===== config.mk =====
export PLATFORM = sky130hd
export DESIGN_NAME = dma_status_report
export DESIGN_NICKNAME = d
export VERILOG_FILES = /design/src/core/dma_status_pkg.sv /design/src/core/dma_events_if.sv /design/src/core/addr_capture.sv /design/src/core/chan_tracker.sv /design/src/core/dma_status_report.sv
export SDC_FILE = /design/constraint.sdc
export NUM_CORES = 1
export LEC_CHECK = 0
export BUFFER_PORTS_ARGS = -buffer_cell sky130_fd_sc_hd__clkbuf_2
export CORE_MARGIN = 5
export CORE_UTILIZATION = 40
export DETAILED_ROUTE_END_ITERATION = 12
export PLACE_DENSITY = 0.79
export SYNTH_ARGS = -nofsm -noshare
export SYNTH_HDL_FRONTEND = slang
export SYNTH_HIERARCHICAL = 1
export SYNTH_SLANG_ARGS = --single-unit
export TNS_END_PERCENT = 10

===== constraint.sdc =====
create_clock -name clk_sys_in -period 0.8 [get_ports clk_sys_in]
set_clock_uncertainty 0.1 [all_clocks]
set_input_delay 0.04 -clock clk_sys_in [delete_from_list [all_inputs] [get_ports clk_sys_in]]
set_output_delay 0.04 -clock clk_sys_in [all_outputs]
set_load 0.01 [all_outputs]

===== src/core/dma_status_pkg.sv =====
// Constants shared by the DMA status reporting block
package dma_status_pkg;

  localparam int CH_NUM = 8;
  localparam int CH_CODE_W = 4;
  localparam int DATA_W = 16;
  localparam int RAM_ADDR_W = 16;
  localparam int REG_ADDR_W = 4;

  // Register addresses on the plain register port
  localparam logic [REG_ADDR_W-1:0] STATUS_ONE_ADDR = 4'h0;
  localparam logic [REG_ADDR_W-1:0] LAST_RAM_ADDR_ADDR = 4'h1;

  // Field layout of the controller status register
  localparam int RSVD_MSB = 15;
  localparam int RSVD_LSB = 12;
  localparam int RSVD_W = RSVD_MSB - RSVD_LSB + 1;
  localparam int LAST_CH_MSB = 11;
  localparam int LAST_CH_LSB = 8;
  localparam int PP_MSB = 7;
  localparam int PP_LSB = 0;

  // Reset, idle and range-limit values
  localparam logic [CH_CODE_W-1:0] NO_XFER_CODE = 4'hF;
  localparam logic [CH_CODE_W-1:0] LAST_VALID_CODE = 4'h7;
  localparam logic [RSVD_W-1:0] RSVD_VALUE = 4'h0;
  localparam logic [CH_NUM-1:0] PP_RESET = 8'h00;
  localparam logic [RAM_ADDR_W-1:0] RAM_ADDR_RESET = 16'h0000;
  localparam logic [DATA_W-1:0] READ_IDLE = 16'h0000;

endpackage : dma_status_pkg


===== src/core/dma_events_if.sv =====
// Transfer events and captured results passed between the status submodules
`timescale 1ns/1ps
interface dma_events_if;
  import dma_status_pkg::*;

  logic [CH_NUM-1:0] xfer_done;
  logic ram_access;
  logic [RAM_ADDR_W-1:0] ram_addr;
  logic [CH_CODE_W-1:0] last_ch;
  logic [RAM_ADDR_W-1:0] last_addr;

  modport source (
    output xfer_done, ram_access, ram_addr,
    input last_ch, last_addr
  );
  modport tracker (
    input xfer_done,
    output last_ch
  );
  modport capture (
    input ram_access, ram_addr,
    output last_addr
  );
endinterface : dma_events_if


===== src/core/addr_capture.sv =====
// Most recent RAM address capture
`timescale 1ns/1ps
module addr_capture (
  input wire logic clk_sys_in,
  input wire logic rst_b_in,
  dma_events_if.capture ev
);
  import dma_status_pkg::*;

  logic [RAM_ADDR_W-1:0] last_addr_d;
  logic [RAM_ADDR_W-1:0] last_addr_q;

  assign last_addr_d = ev.ram_access ? ev.ram_addr : last_addr_q;

  always_ff @(posedge clk_sys_in or negedge rst_b_in) begin
    if (!rst_b_in) begin
      last_addr_q <= RAM_ADDR_RESET;
    end else begin
      last_addr_q <= last_addr_d;
    end
  end

  assign ev.last_addr = last_addr_q;
endmodule : addr_capture


===== src/core/chan_tracker.sv =====
// Last active channel tracker
`timescale 1ns/1ps
module chan_tracker (
  input wire logic clk_sys_in,
  input wire logic rst_b_in,
  dma_events_if.tracker ev
);
  import dma_status_pkg::*;

  logic hit;
  logic [CH_CODE_W-1:0] code;
  logic [CH_CODE_W-1:0] last_ch_d;
  logic [CH_CODE_W-1:0] last_ch_q;

  // Highest channel wins if two complete together; only 0..7 can result
  always_comb begin
    hit = 1'b0;
    code = NO_XFER_CODE;
    for (int i = 0; i < CH_NUM; i++) begin
      if (ev.xfer_done[i]) begin
        hit = 1'b1;
        code = CH_CODE_W'(i);
      end
    end
  end

  assign last_ch_d = hit ? code : last_ch_q;

  always_ff @(posedge clk_sys_in or negedge rst_b_in) begin
    if (!rst_b_in) begin
      last_ch_q <= NO_XFER_CODE;
    end else begin
      last_ch_q <= last_ch_d;
    end
  end

  assign ev.last_ch = last_ch_q;
endmodule : chan_tracker


===== src/core/dma_status_report.sv =====
// DMA controller status reporting: last channel, ping-pong flags, last RAM address
`timescale 1ns/1ps
module dma_status_report (
  input wire logic clk_sys_in,
  input wire logic rst_b_in,
  input wire logic [dma_status_pkg::REG_ADDR_W-1:0] reg_addr_in,
  input wire logic [dma_status_pkg::DATA_W-1:0] reg_wdata_in,
  input wire logic reg_wr_in,
  input wire logic reg_rd_in,
  output logic [dma_status_pkg::DATA_W-1:0] reg_rdata_out,
  input wire logic [dma_status_pkg::CH_NUM-1:0] xfer_done_in,
  input wire logic [dma_status_pkg::CH_NUM-1:0] pingpong_sel_in,
  input wire logic ram_access_in,
  input wire logic [dma_status_pkg::RAM_ADDR_W-1:0] ram_addr_in,
  output logic [dma_status_pkg::CH_CODE_W-1:0] last_active_channel_field_out,
  output logic [dma_status_pkg::RAM_ADDR_W-1:0] dma_last_ram_address_out
);
  import dma_status_pkg::*;

  dma_events_if ev ();

  logic [CH_NUM-1:0] pingpong_select_flag_q;
  logic [DATA_W-1:0] dma_controller_status_one;
  logic [DATA_W-1:0] dma_last_ram_address;
  logic sel_status_one;
  logic sel_last_addr;
  logic [DATA_W-1:0] read_mux;
  logic [DATA_W-1:0] rdata_d;
  logic [DATA_W-1:0] rdata_q;
  logic seen_xfer_q;

  // Events go to the submodules as they arrive; all are on this clock
  assign ev.xfer_done = xfer_done_in;
  assign ev.ram_access = ram_access_in;
  assign ev.ram_addr = ram_addr_in;

  chan_tracker u_chan_tracker (
    .clk_sys_in(clk_sys_in),
    .rst_b_in(rst_b_in),
    .ev(ev.tracker)
  );

  addr_capture u_addr_capture (
    .clk_sys_in(clk_sys_in),
    .rst_b_in(rst_b_in),
    .ev(ev.capture)
  );

  // Ping-pong flags follow the buffer select of each channel
  generate
    for (genvar g = 0; g < CH_NUM; g++) begin : g_pp
      always_ff @(posedge clk_sys_in or negedge rst_b_in) begin
        if (!rst_b_in) begin
          pingpong_select_flag_q[g] <= PP_RESET[g];
        end else begin
          pingpong_select_flag_q[g] <= pingpong_sel_in[g];
        end
      end
    end
  endgenerate

  // Register images; upper nibble tied so no write can reach it
  assign dma_controller_status_one = {RSVD_VALUE, ev.last_ch, pingpong_select_flag_q};
  assign dma_last_ram_address = ev.last_addr;

  // Address decode
  assign sel_status_one = (reg_addr_in == STATUS_ONE_ADDR);
  assign sel_last_addr = (reg_addr_in == LAST_RAM_ADDR_ADDR);

  // Unmapped addresses read zero
  assign read_mux = sel_status_one ? dma_controller_status_one :
                    sel_last_addr ? dma_last_ram_address : READ_IDLE;

  // Read data stands for exactly the cycle after the strobe
  assign rdata_d = reg_rd_in ? read_mux : READ_IDLE;

  // Writes are decoded nowhere: both registers are read-only by construction
  always_ff @(posedge clk_sys_in or negedge rst_b_in) begin
    if (!rst_b_in) begin
      rdata_q <= READ_IDLE;
    end else begin
      rdata_q <= rdata_d;
    end
  end

  assign reg_rdata_out = rdata_q;
  assign last_active_channel_field_out = ev.last_ch;
  assign dma_last_ram_address_out = ev.last_addr;

  // Helper for the checks only: has any channel transferred since reset
  always_ff @(posedge clk_sys_in or negedge rst_b_in) begin
    if (!rst_b_in) begin
      seen_xfer_q <= 1'b0;
    end else if (|xfer_done_in) begin
      seen_xfer_q <= 1'b1;
    end
  end

  // Per channel: highest completing channel is recorded, flags track the select
  generate
    for (genvar k = 0; k < CH_NUM; k++) begin : g_chk
      localparam logic [CH_CODE_W-1:0] CH_CODE = CH_CODE_W'(k);
      logic above_idle;

      // No higher channel completing in the same cycle
      assign above_idle = ((xfer_done_in >> (k + 1)) == '0);

    end
  endgenerate
endmodule : dma_status_report


Yosys cells after proc, flatten, opt, wreduce, memory -nomap -nowiden --
Index checks and enable logic that the tools add are counted.
Storage, ports and cells: flip-flop bits (word level) 44, output and inout port bits 36
Operators by class: multiplexer cells 19, equal/unequal tests 1, reductions and logical operators 1
Operator list (count):
- 2-to-1 mux 16 bit | 3
- 2-to-1 mux 4 bit | 8
- 2-to-1 mux 1 bit | 8
- == test 4 x 1 -> 1 bit, second input constant | 1
- logical NOT 4 bit | 1

Longest topological paths before layout --
Gate-level depths: netlist of the first run.
depth after elaboration 8, mapped depth 4

Cells and area by module --
The synthesis of the first run kept the hierarchy.
By module, submodules not included:
- dma_status_report | sequential area each 600.6 sq um, cells each 61, area each 855.8 sq um, times used 1
- addr_capture | sequential area each 400.4 sq um, cells each 34, area each 649.4 sq um, times used 1
- chan_tracker | sequential area each 105.1 sq um, cells each 20, area each 221.5 sq um, times used 1

Worst setup path before layout of the first run --
Ideal clock, no wire load.
path kind in2reg, start point in reg_addr_in[1] in the netlist's numbering, end point reg rdata_q[10] (netlist: reg_rdata_out[10]), data arrival time 907 ps, data required time 629 ps, path buffers 2, path slack -278 ps, cell stages on the path 4, cell sequence or4b_4 -> buf_6 -> buf_8 -> nor2_1
On the way: word-level cells in the longest chain between the ends 4, elaborated cells between the ends (all ways) 5, classes of those cells eq/ne (1); mux (3); reduce/logical (1)
RTL lines:
- start: declaration | RTL line dma_status_report.sv:6 | input wire logic [dma_status_pkg::REG_ADDR_W-1:0] reg_addr_in,
- == test 4 x 1 -> 1 bit | RTL line dma_status_report.sv:68 | assign sel_last_addr = (reg_addr_in == LAST_RAM_ADDR_ADDR);
- 2-to-1 mux 16 bit | RTL line dma_status_report.sv:72 | sel_last_addr ? dma_last_ram_address : READ_IDLE;
- 2-to-1 mux 16 bit * | RTL line dma_status_report.sv:71 | assign read_mux = sel_status_one ? dma_controller_status_one :
- 2-to-1 mux 16 bit * | RTL line dma_status_report.sv:75 | assign rdata_d = reg_rd_in ? read_mux : READ_IDLE;
- net rdata_d[10] | RTL line dma_status_report.sv:28 | logic [DATA_W-1:0] rdata_d;
- end signal: assignment | RTL line dma_status_report.sv:82 | rdata_q <= rdata_d;
- end: declaration | RTL line dma_status_report.sv:29 | logic [DATA_W-1:0] rdata_q;
Mark *: on every way through the listed nets, which the timed path passes. The rest lies on a longest branch. A chain may end at the register's enable or synchronous reset.

Worst setup path in the final report of the first run --
start point reg u_chan_tracker.last_ch_q[0] (netlist: u_chan_tracker/ev.last_ch[0]), end point out last_active_channel_field_out[0] in the netlist's numbering
RTL lines:
- start: declaration | RTL line chan_tracker.sv:13 | logic [CH_CODE_W-1:0] last_ch_q;
- start signal: assignment | RTL line chan_tracker.sv:33 | last_ch_q <= last_ch_d;
- end: declaration | RTL line dma_status_report.sv:15 | output logic [dma_status_pkg::CH_CODE_W-1:0] last_active_channel_field_out,
No word-level cell between the ends.

==> key figures, run 1 <==
Critical path
  – Critical path startpoint: u_chan_tracker/ev.last_ch[0]$_DFFE_PN1P_
  – Crit path max-delay family: flip-flops
  – Arr. time, crit path: 960 ps
  – Crit path largest cell delay: 560 ps
  – CP max stage cell: dfstp_2
  – CP startpoint kind: flip-flop
  – Critical path required time: 660 ps
  – Crit path buffers/inverters: 1
  – Crit end category: output port
  – Critical Path, Cell by Cell: buf_6
  – Worst-path maximum fanout: 2
  – R2R Path Start: u_addr_capture/ev.last_addr[3]$_DFFE_PN0P_
  – R2R cell count: 2
  – Kind of critical path: flip-flop to output port
  – WP depth: 1

STA
  – TNS Setup: -9610 ps
  – Final setup margin: -300 ps
  – Final Cycle Share: 138%
  – Fin Hold WS: -130 ps
  – RSZ-0062 raised after global routing: true
  – Final hold viol count: 19
  – Slew headroom: between 70% and 80%
  – Final setup vio count: 70
  – Highest clock rate: 909 MHz
  – Tightest Pin Transition: roughly 310 ps
  – Final Max Tran Viols: 0
  – Tmin final: 1100 ps

Final layout
  – Fin area: 2620 sq um
  – Layout cells sized above 1: 62.4%
  – FILL cells: 326
  – Final std cells w/o fill: between 200 and 300
  – Final nets: 282
  – Synth-to-layout area growth: 51.7%
  – Antenna cell count: 0

Logic synthesis
  – Cells after synthesis: 115
  – Seq cells post-synth: 44
  – Synthesized cell area: ~1700 sq um
  – Synth top area share: just under 60%
  – Yosys warns: 6
  – Syn_area_per_cell: 15.0 sq um
  – Area leader, netlist: dfrtp_1
  – Seq/Total Area, Yosys: 64.1%
  – Synth top area cells: dfrtp_1 (58%), mux2_4 (8.7%), mux2i_1 (7.0%)
  – Synth unique cells: 21
  – Synth Net Count: roughly 170

Floorplan
  – Initial Util: 42.3%
  – Core area: 4090 sq um
  – Die H: 75.7 um
  – Die span in x: about 76 um
  – Row cnt: 23
  – Die footprint: 5730 sq um
  – I/O pin total: 93

Placed design
  – Placed cell area: 2280 sq um
  – Post-placement cell count: 253
  – Gpl congestion: around 0.73
  – Detailed placement HPWL: between 3000 and 4000 um
  – Buffers on Ports: 75

CTS
  – CTS sink cnt: between 40 and 50
  – H-tree Lvls: 2
  – Root Buffer: clkbuf_8
  – Longest Clk Path Bufs: 2
  – CTS tree: yes
  – CTS Hold Bufs: 9
  – Number of buffers created by CTS: 5
  – Worst skew pair latency: 290 ps
  – Worst-path clk slew: roughly 80 ps

Job
  – Max_cap viols: 0

Power
  – Int Power: 0.00377 W
  – Switching pwr: 0.00118 W
  – Pwr dens: 1890 nW/um^2
  – Seq pwr share: 49.3%
  – Worst vdd ir: 1.37 mV
  – Sw Share: around a quarter
  – Combinational fraction of design power: between 15 and 20%
  – Leak: 1.37 nW
  – Clock power frac: about 34%
  – Total power: roughly 0.0049 W

GRT
  – GRT overflow: 0
  – Largest net degree at the start of global routing: 25
  – Global-route wire length before repair: approximately 6400 um
  – GRT Util Overall: 15.2%
  – Number of global-route vias before repair: 1380
  – Initial antenna violation count: 0

Detailed routing
  – DR DRC count: 0
  – Vias: 1265
  – First drt pass iteration count: 4
  – Final WL: 3960 um
  – WL/cell: 14.4 um
  – Remaining antenna violation count: 0
  – Initial detailed-routing violation count: 24
  – Post-DR vias/cell: between 4 and 5

Run status
  – Violated checks: negative hold slack, negative setup slack
  – Status: finished, violations left

Worst hold path
  – Worst min path class: primary input to flip-flop
  – Hold path cells: 2
  – Hold Startpoint: ram_addr_in[8]
-- stage by stage --
step / util [%] / setup slack (ps)
3_5_place_dp: 55.7 / -326
3_3_place_gp: 55.7 / -283
4_1_cts: 62.0 / -330
2_1_floorplan: - / -263
5_1_grt: 64.1 / -338
6_report: 64.1 / -300
-- cell usage in the layout (no fill, tap or decap), drive strengths merged, types with 4 or more instances in the layout --
cell	instances
dfrtp	40
nor2	18
dlygate4sd3	9
mux2	16
nand2	7
clkbuf	73
dfstp	4
mux2i	12
buf	32
-- flip-flops by register name, summed over array words and instances, names as in the netlist --
signal / flops
reg_rdata_out: 16
u_addr_capture/ev.last_addr: 16
dma_controller_status_one: 8
u_chan_tracker/ev.last_ch: 4
-- Yosys cell counts --
library cell,n
nand3_1,1
nor4_4,2
o311ai_1,1
a21oi_1,2
buf_12,1
mux2_4,10
dfstp_2,4
mux2i_1,12
o31a_1,1
buf_8,1
nor2_2,4
nand2_1,7
o22a_1,1
buf_2,2
and3_1,1
or4b_4,1
dfrtp_1,40
buf_6,2
nor2_1,14
inv_1,2
mux2_2,6
-- worst reg2reg max path, delay by kind of cell (launching register included) --
family | cells | cell delay, ps
flip-flops | 1 | 420
multiplexers | 1 | 260
buffers and inverters | 1 | 130
-- power by group through the flow --
stage	combinational (W)	sequential [W]	clock, W
floorplan	0.000260	0.00251	0
detailed placement	0.000701	0.00248	0
global route	0.000900	0.00246	0.00180
CTS	0.000781	0.00243	0.00171
finish	0.000826	0.00244	0.00168
global placement	0.000684	0.00247	0
-- layer usage --
metal | vias up | routed length (um) | track usage, %
met1 | 612 | 1510 | 16.5
met4 | 0 | 12 | 3.30
met2 | 44 | 2140 | 28.1
li1 | 607 | - | -
met5 | - | 0 | 0
met3 | 2 | 294 | 5.67
-- area by class of cell --
type | instances | area (sq um) | share of cell area [%]
Sequential cell | 44 | 1110 | 42.2
Timing Repair Buffer | 109 | 768 | 29.3
Multi-Input combinational cell | 63 | 564 | 21.5
Clock buffer | 5 | 68.8 | 2.63
Tap cell | 50 | 62.6 | 2.39
Clock inverter | 3 | 42.5 | 1.62
Inverter | 2 | 7.51 | 0.287
-- timing repair --
| action | in CTS | in global routing |
|---|---|---|
| endpoints found under the hold margin | 71 | 19 |
| setup buffers | 5 | 1 |
| pin swaps | 9 | 3 |
| endpoints found under the setup margin | 70 | 72 |
| gates resized for setup | 6 | 24 |
-- final timing paths --
kind,endpoint,slack (ps)
max,last_active_channel_field_out[0],-300
min,u_addr_capture/ev.last_addr[8]$_DFFE_PN0P_,-130
max reg2reg,u_addr_capture/ev.last_addr[3]$_DFFE_PN0P_,-220
min reg2reg,reg_rdata_out[6]$_DFF_PN0_,400
max in group asynchronous,u_addr_capture/ev.last_addr[7]$_DFFE_PN0P_,100
min in group asynchronous,u_addr_capture/ev.last_addr[10]$_DFFE_PN0P_,50
-- cell families after synthesis --
kind of cell | after synthesis | synth area share, %
compound gates | 5 | 2.10
buf+inv | 8 | 4.35
flops | 44 | 64.1
mux | 28 | 19.6
simple gates | 30 | 9.93
(Power assumes the default switching activity.)
==> run 2, diff against run 1 <==
--- a/config.mk
+++ b/config.mk
@@ -9,6 +9,7 @@
 export CORE_MARGIN = 5
 export CORE_UTILIZATION = 40
 export DETAILED_ROUTE_END_ITERATION = 12
+export MAX_ROUTING_LAYER = met4
 export PLACE_DENSITY = 0.79
 export SYNTH_ARGS = -nofsm -noshare
 export SYNTH_HDL_FRONTEND = slang
==> run 2 against run 1 <==
The run still ends with negative hold slack, negative setup slack left. Combinational power hardly changed. Flip-flop and latch count unchanged. Hold slack improved by 1.3 ps. Core utilization unchanged. Sequential share of layout area unchanged. First-iteration DRC count grew 21%. Clock power hardly changed. Non-clock buffer count unchanged. Maximum frequency barely moved. Final cell count unchanged. Critical path type unchanged. Critical endpoint unchanged. Largest power group unchanged.
==> key figures, run 2 (same netlist as run 1, synthesis figures left out) <==
Run status
  – Violated checks: negative hold slack, negative setup slack
  – Status: finished, violations left

STA
  – Final setup vio count: 70
  – Final setup margin: -299 ps
  – Slew headroom: 79.5%
  – Final Cycle Share: 137%
  – Fin Hold WS: -128 ps
  – Final hold viol count: 19
  – Tmin final: 1100 ps
  – Tightest Pin Transition: 306 ps
  – Highest clock rate: 910 MHz
  – RSZ-0062 raised after global routing: true
  – Final Max Tran Viols: 0

Critical path
  – Crit path buffers/inverters: 1
  – Arr. time, crit path: 960 ps
  – Critical Path, Cell by Cell: buf_6
  – Worst-path maximum fanout: 2
  – CP startpoint kind: flip-flop
  – Crit end category: output port
  – Kind of critical path: flip-flop to output port
  – Critical path required time: 660 ps
  – Crit path max-delay family: flip-flops
  – Crit path largest cell delay: 560 ps
  – CP max stage cell: dfstp_2

Worst hold path
  – Worst min path class: primary input to flip-flop

Floorplan
  – Die span in x: 75.7 um
  – Die H: roughly 76 um
  – I/O pin total: 93
  – Die footprint: 5730 sq um
  – Core area: approximately 4100 sq um
  – Initial Util: 42.3%
  – Row cnt: 23

GRT
  – Largest net degree at the start of global routing: 25
  – Number of global-route vias before repair: 1388
  – GRT Util Overall: ~16%
  – Global-route wire length before repair: 6420 um
  – Initial antenna violation count: 0
  – GRT overflow: 0

CTS
  – Worst skew pair latency: 290 ps
  – Longest Clk Path Bufs: 2
  – H-tree Lvls: 2
  – CTS tree: yes
  – Number of buffers created by CTS: 5
  – CTS Hold Bufs: 9
  – CTS sink cnt: 44
  – Root Buffer: clkbuf_8
  – Worst-path clk slew: around 80 ps

Placed design
  – Placement Setup Slack: -326 ps
  – Gpl congestion: 0.739
  – Detailed placement HPWL: 3010 um
  – Buffers on Ports: 75
  – Placed cell area: 2280 sq um

Power
  – Total power: 0.00495 W
  – Pwr dens: 1890 nW/um^2
  – Leak: between 1 and 1.5 nW
  – Worst vdd ir: 1.37 mV

Detailed routing
  – WL/cell: 14.4 um
  – Final WL: slightly below 4000 um
  – Remaining antenna violation count: 0
  – DR DRC count: 0
  – Vias: ~1300
  – First drt pass iteration count: 4
  – Post-DR vias/cell: ~4.6
  – Initial detailed-routing violation count: 29

Final layout
  – Most frequent cells in the layout: clkbuf_2 (68), dfrtp_1 (40), buf_6 (16)
  – Synth-to-layout area growth: 51.7%
  – Fin area: 2620 sq um
  – Most common cell after layout, fill and taps aside: clkbuf_2
  – Final nets: 282
  – Layout cells sized above 1: 62.4%
  – Antenna cell count: 0

Job
  – Max_cap viols: 0
-- run 2: cell counts in the layout (fill, tap and decap cells not counted) --
Identical to the previous run, type by type.
-- run 2: repair_timing --
| action | in CTS | in global routing |
|---|---|---|
| pin swaps | 9 | 3 |
| buffers inserted | 5 | 1 |
| hold endpoints to repair | 71 | 19 |
| endpoints found under the setup margin | 70 | 72 |
| resized for setup | 6 | 24 |
-- run 2: area by class of cell --
| cell class | count | area (sq um) |
|---|---|---|
| fillers | 326 | 1470 |
| flip-flops and latches | 44 | 1110 |
| repair buffers | 109 | 768 |
| multi-input cells | 63 | 564 |
| clock buffers | 5 | 68.8 |
| well taps | 50 | 62.6 |
| clock inverters | 3 | 42.5 |
| inverters | 2 | 7.51 |
-- run 2: per-stage QoR --
stage                     setup TNS (ps)  util (%)  instances
after floorplan                    -5060         -        115
after global placement             -6190      55.7        253
after detailed placement           -6710      55.7        253
after CTS                          -9870      62.0        275
after global routing              -12070      64.1        276
final                              -9600      64.1        276
-- run 2: report_power, final --
group / internal, W / total [W] / leakage (nW) / switching, W
sequential: 0.00235 / 0.00244 / 0.544 / 0.0000876
clock: 0.000924 / 0.00169 / 0.0541 / 0.000765
combinational: 0.000492 / 0.000826 / 0.769 / 0.000334
-- run 2: path summary, 6_finish.rpt --
check,start,endpoint,slack (ps),depth (start not counted)
setup reg to reg,u_addr_capture/ev.last_addr[3]$_DFFE_PN0P_,u_addr_capture/ev.last_addr[3]$_DFFE_PN0P_,-210,2
min in group asynchronous,rst_b_in,u_addr_capture/ev.last_addr[10]$_DFFE_PN0P_,50,2
hold reg to reg,dma_controller_status_one[6]$_DFF_PN0_,reg_rdata_out[6]$_DFF_PN0_,400,2
setup / recovery,u_chan_tracker/ev.last_ch[0]$_DFFE_PN1P_,last_active_channel_field_out[0],-300,1
hold / removal,ram_addr_in[8],u_addr_capture/ev.last_addr[8]$_DFFE_PN0P_,-130,2
max in group asynchronous,rst_b_in,u_addr_capture/ev.last_addr[7]$_DFFE_PN0P_,110,3
-- run 2: routing by layer --
layer,routed length [um],global-route usage [%],vias to the layer above
met5,0,-,-
met4,19,3.30,0
met3,245,4.35,3
met2,2140,28.0,42
met1,1560,17.3,610
li1,-,-,606
==> run 3, diff against run 2 <==
--- a/config.mk
+++ b/config.mk
@@ -5,12 +5,14 @@
 export SDC_FILE = /design/constraint.sdc
 export NUM_CORES = 1
 export LEC_CHECK = 0
+export ABC_AREA = 1
 export BUFFER_PORTS_ARGS = -buffer_cell sky130_fd_sc_hd__clkbuf_2
 export CORE_MARGIN = 5
-export CORE_UTILIZATION = 40
+export CORE_UTILIZATION = 41
 export DETAILED_ROUTE_END_ITERATION = 12
+export HOLD_SLACK_MARGIN = 0.15
 export MAX_ROUTING_LAYER = met4
-export PLACE_DENSITY = 0.79
+export PLACE_DENSITY = 0.78
 export SYNTH_ARGS = -nofsm -noshare
 export SYNTH_HDL_FRONTEND = slang
 export SYNTH_HIERARCHICAL = 1
==> run 3 against run 2 <==
Maximum frequency grew 3.4%. Via count grew 33%. The run still ends with negative hold slack, negative setup slack left. Largest cell class unchanged. Setup slack gained 36 ps. Combinational power shrank 9.1%. Sequential power is essentially flat. Final cell count grew 31%. Critical path depth is the same. Critical endpoint is now last_active_channel_field_out[1]. Core utilization shrank 1.1 points. Sequential share of layout area shrank 2.4 points. Total power shrank 7.9%. Area after synthesis grew 9.7%.
==> key figures, run 3 <==
Run status
  – Status: finished, violations left
  – Violated checks: negative hold slack, negative setup slack

Logic synthesis
  – Largest family of logic cells by synthesized area: simple AND/OR/NAND/NOR gates
  – Async S/R FF share, synth: 100%
  – Top post-synthesis cells by count: nand2_1 (75), dfrtp_1 (40), nand4_1 (14)
  – Synth top area share: 52.8%
  – Synthesized cell area: 1890 sq um
  – Compound-Gate Fraction of Synth Area: 0.264%
  – Post-synthesis mux area share: 0%
  – Synthesized-area fraction occupied by adder cells: 0%
  – Synth Area in Simple Gates: between 30% and 40%
  – Seq cells post-synth: 44
  – Synth unique cells: 20
  – Synth Area in XOR/XNOR: 0%
  – Area leader, netlist: dfrtp_1
  – Synth Net Count: 252
  – Cells after synthesis: 195
  – Yosys warns: 6
  – Main flop type after synthesis: dfrtp_1
  – Synth top area cells: dfrtp_1 (53%), nand2_1 (15%), dfstp_2 (5.5%)
  – Most common cell in the synthesized netlist: nand2_1
  – Syn_area_per_cell: 9.71 sq um
  – Post-synth EDFFs: 0
  – Seq/Total Area, Yosys: 58.4%

Final layout
  – Final nets: 366
  – Fin area: 2780 sq um
  – Final std cells w/o fill: 362
  – Synth-to-layout area growth: 46.8%
  – Register area: 1110 sq um
  – Antenna cell count: 0
  – Most frequent cells in the layout: nand2_1 (75), clkbuf_2 (68), dfrtp_1 (40)
  – Footprint of the multi-input gates: 627 sq um
  – FILL cells: 358
  – Most common cell after layout, fill and taps aside: nand2_1
  – Layout cells sized above 1: 38.7%

Power
  – Leak: 1.54 nW
  – Worst vdd ir: 1.20 mV
  – Pwr dens: 1640 nW/um^2

CTS
  – CTS Hold Bufs: 25
  – Worst-path clk slew: around 80 ps
  – Root Buffer: clkbuf_8
  – CTS sink cnt: 44
  – CTS tree: yes
  – Longest Clk Path Bufs: 2
  – Worst skew pair latency: 280 ps
  – H-tree Lvls: 2
  – Number of buffers created by CTS: 5

Critical path
  – Critical Path, Cell by Cell: buf_6
  – Crit path buffers/inverters: 1
  – CP startpoint kind: flip-flop
  – Worst-path maximum fanout: 2
  – Crit path largest cell delay: 540 ps
  – Crit end category: output port
  – Arr. time, crit path: 920 ps
  – CP max stage cell: dfstp_2
  – Kind of critical path: flip-flop to output port
  – Crit path max-delay family: flip-flops
  – Critical path required time: 660 ps

STA
  – Tmin final: ~1100 ps
  – Final Cycle Share: 133%
  – Final hold viol count: 6
  – Highest clock rate: 940 MHz
  – RSZ-0062 raised after global routing: true
  – Final setup margin: -264 ps
  – Final Max Tran Viols: 0
  – Tightest Pin Transition: about 230 ps
  – Final setup vio count: 44
  – Fin Hold WS: -188 ps
  – Slew headroom: between 80% and 90%

Floorplan
  – Die span in x: 78.0 um
  – Die H: 78.0 um
  – Core area: 4410 sq um
  – Initial Util: 42.9%
  – Die footprint: 6080 sq um
  – I/O pin total: 93
  – Row cnt: 24

GRT
  – GRT Util Overall: 16.4%
  – Number of global-route vias before repair: ~1700
  – Initial antenna violation count: 0
  – GRT overflow: 0
  – Largest net degree at the start of global routing: 45
  – Global-route wire length before repair: 7730 um

Job
  – Max_cap viols: 0

Detailed routing
  – WL/cell: 12.9 um
  – Remaining antenna violation count: 0
  – Final WL: 4660 um
  – Vias: roughly 1700
  – First drt pass iteration count: 4
  – DR DRC count: 0
  – Initial detailed-routing violation count: 61
  – Post-DR vias/cell: roughly 4.6

Placed design
  – Post-placement cell count: between 300 and 400
  – Placed cell area: roughly 2400 sq um
  – Placement Setup Slack: -134 ps
  – Buffers on Ports: 75
  – Detailed placement HPWL: 3290 um
  – Gpl congestion: between 0.7 and 0.8

Worst hold path
  – Worst min path class: primary input to flip-flop
-- run 3: cell count changes after synthesis, moves of 7 or more --
cell | before | now
nand4_1 | 0 | 14
nor2_1 | 14 | 7
mux2i_1 | 12 | 0
mux2_4 | 10 | 0
inv_1 | 2 | 13
nand2_1 | 7 | 75
nand3b_1 | 0 | 12
-- run 3: metrics by stage --
step	util, %	power, W	hold WS [ps]	TNS (ps)
4_1_cts	62.4	0.00458	-192	-7460
5_1_grt	63.0	0.00480	-191	-9040
3_3_place_gp	54.0	0.00309	-65.1	-831
3_5_place_dp	54.0	0.00311	-62.8	-1080
6_report	63.0	0.00456	-188	-7220
2_1_floorplan	-	0.00275	-356	-800
-- run 3: path summary, 6_finish.rpt --
path,slack (ps),end,from,depth (start not counted)
max in group asynchronous,170,u_chan_tracker/ev.last_ch[2]$_DFFE_PN1P_,rst_b_in,3
hold reg to reg,400,u_addr_capture/ev.last_addr[13]$_DFFE_PN0P_,u_addr_capture/ev.last_addr[13]$_DFFE_PN0P_,2
setup / recovery,-260,last_active_channel_field_out[1],u_chan_tracker/ev.last_ch[1]$_DFFE_PN1P_,1
min in group asynchronous,160,reg_rdata_out[1]$_DFF_PN0_,rst_b_in,3
setup reg to reg,-260,reg_rdata_out[8]$_DFF_PN0_,u_chan_tracker/ev.last_ch[0]$_DFFE_PN1P_,4
hold / removal,-190,u_chan_tracker/ev.last_ch[3]$_DFFE_PN1P_,xfer_done_in[7],2
-- run 3: cells by family after synthesis --
logic type,Yosys count
AO/OA/AOI/OAI,1
buffers and inverters,25
flip-flops,44
AND/OR/NAND/NOR,125
-- run 3: timing repair --
| action | CTS | global route |
|---|---|---|
| pin swaps | 1 | 10 |
| resized for setup | 0 | 11 |
| buffers inserted | 4 | 0 |
| endpoints found under the setup margin | 45 | 52 |
| endpoints found under the hold margin | 88 | 35 |
-- run 3: area by class of cell --
cell class | instances | area share, %
repair buffers | 117 | 29.8
clock inverters | 2 | 0.360
clock buffers | 6 | 2.97
inverters | 15 | 2.21
multi-input cells | 126 | 22.5
flip-flops and latches | 44 | 39.8
well taps | 52 | 2.34
-- run 3: power by group --
part	switching (W)	internal [W]	total, W
Combinational	0.000377	0.000374	0.000751
Clock	0.000702	0.000689	0.00139
Sequential	0.0000801	0.00234	0.00242
-- run 3: layer usage --
layer | vias to the layer above | share of wire (%) | routed length, um | GRT usage (%)
met2 | 52 | 52 | 2420 | 27.6
met1 | 769 | 40 | 1880 | 19.1
met3 | 12 | 5.0 | 235 | 3.13
met4 | 0 | 2.8 | 130 | 7.09
li1 | 842 | - | - | -
met5 | - | 0 | 0 | -
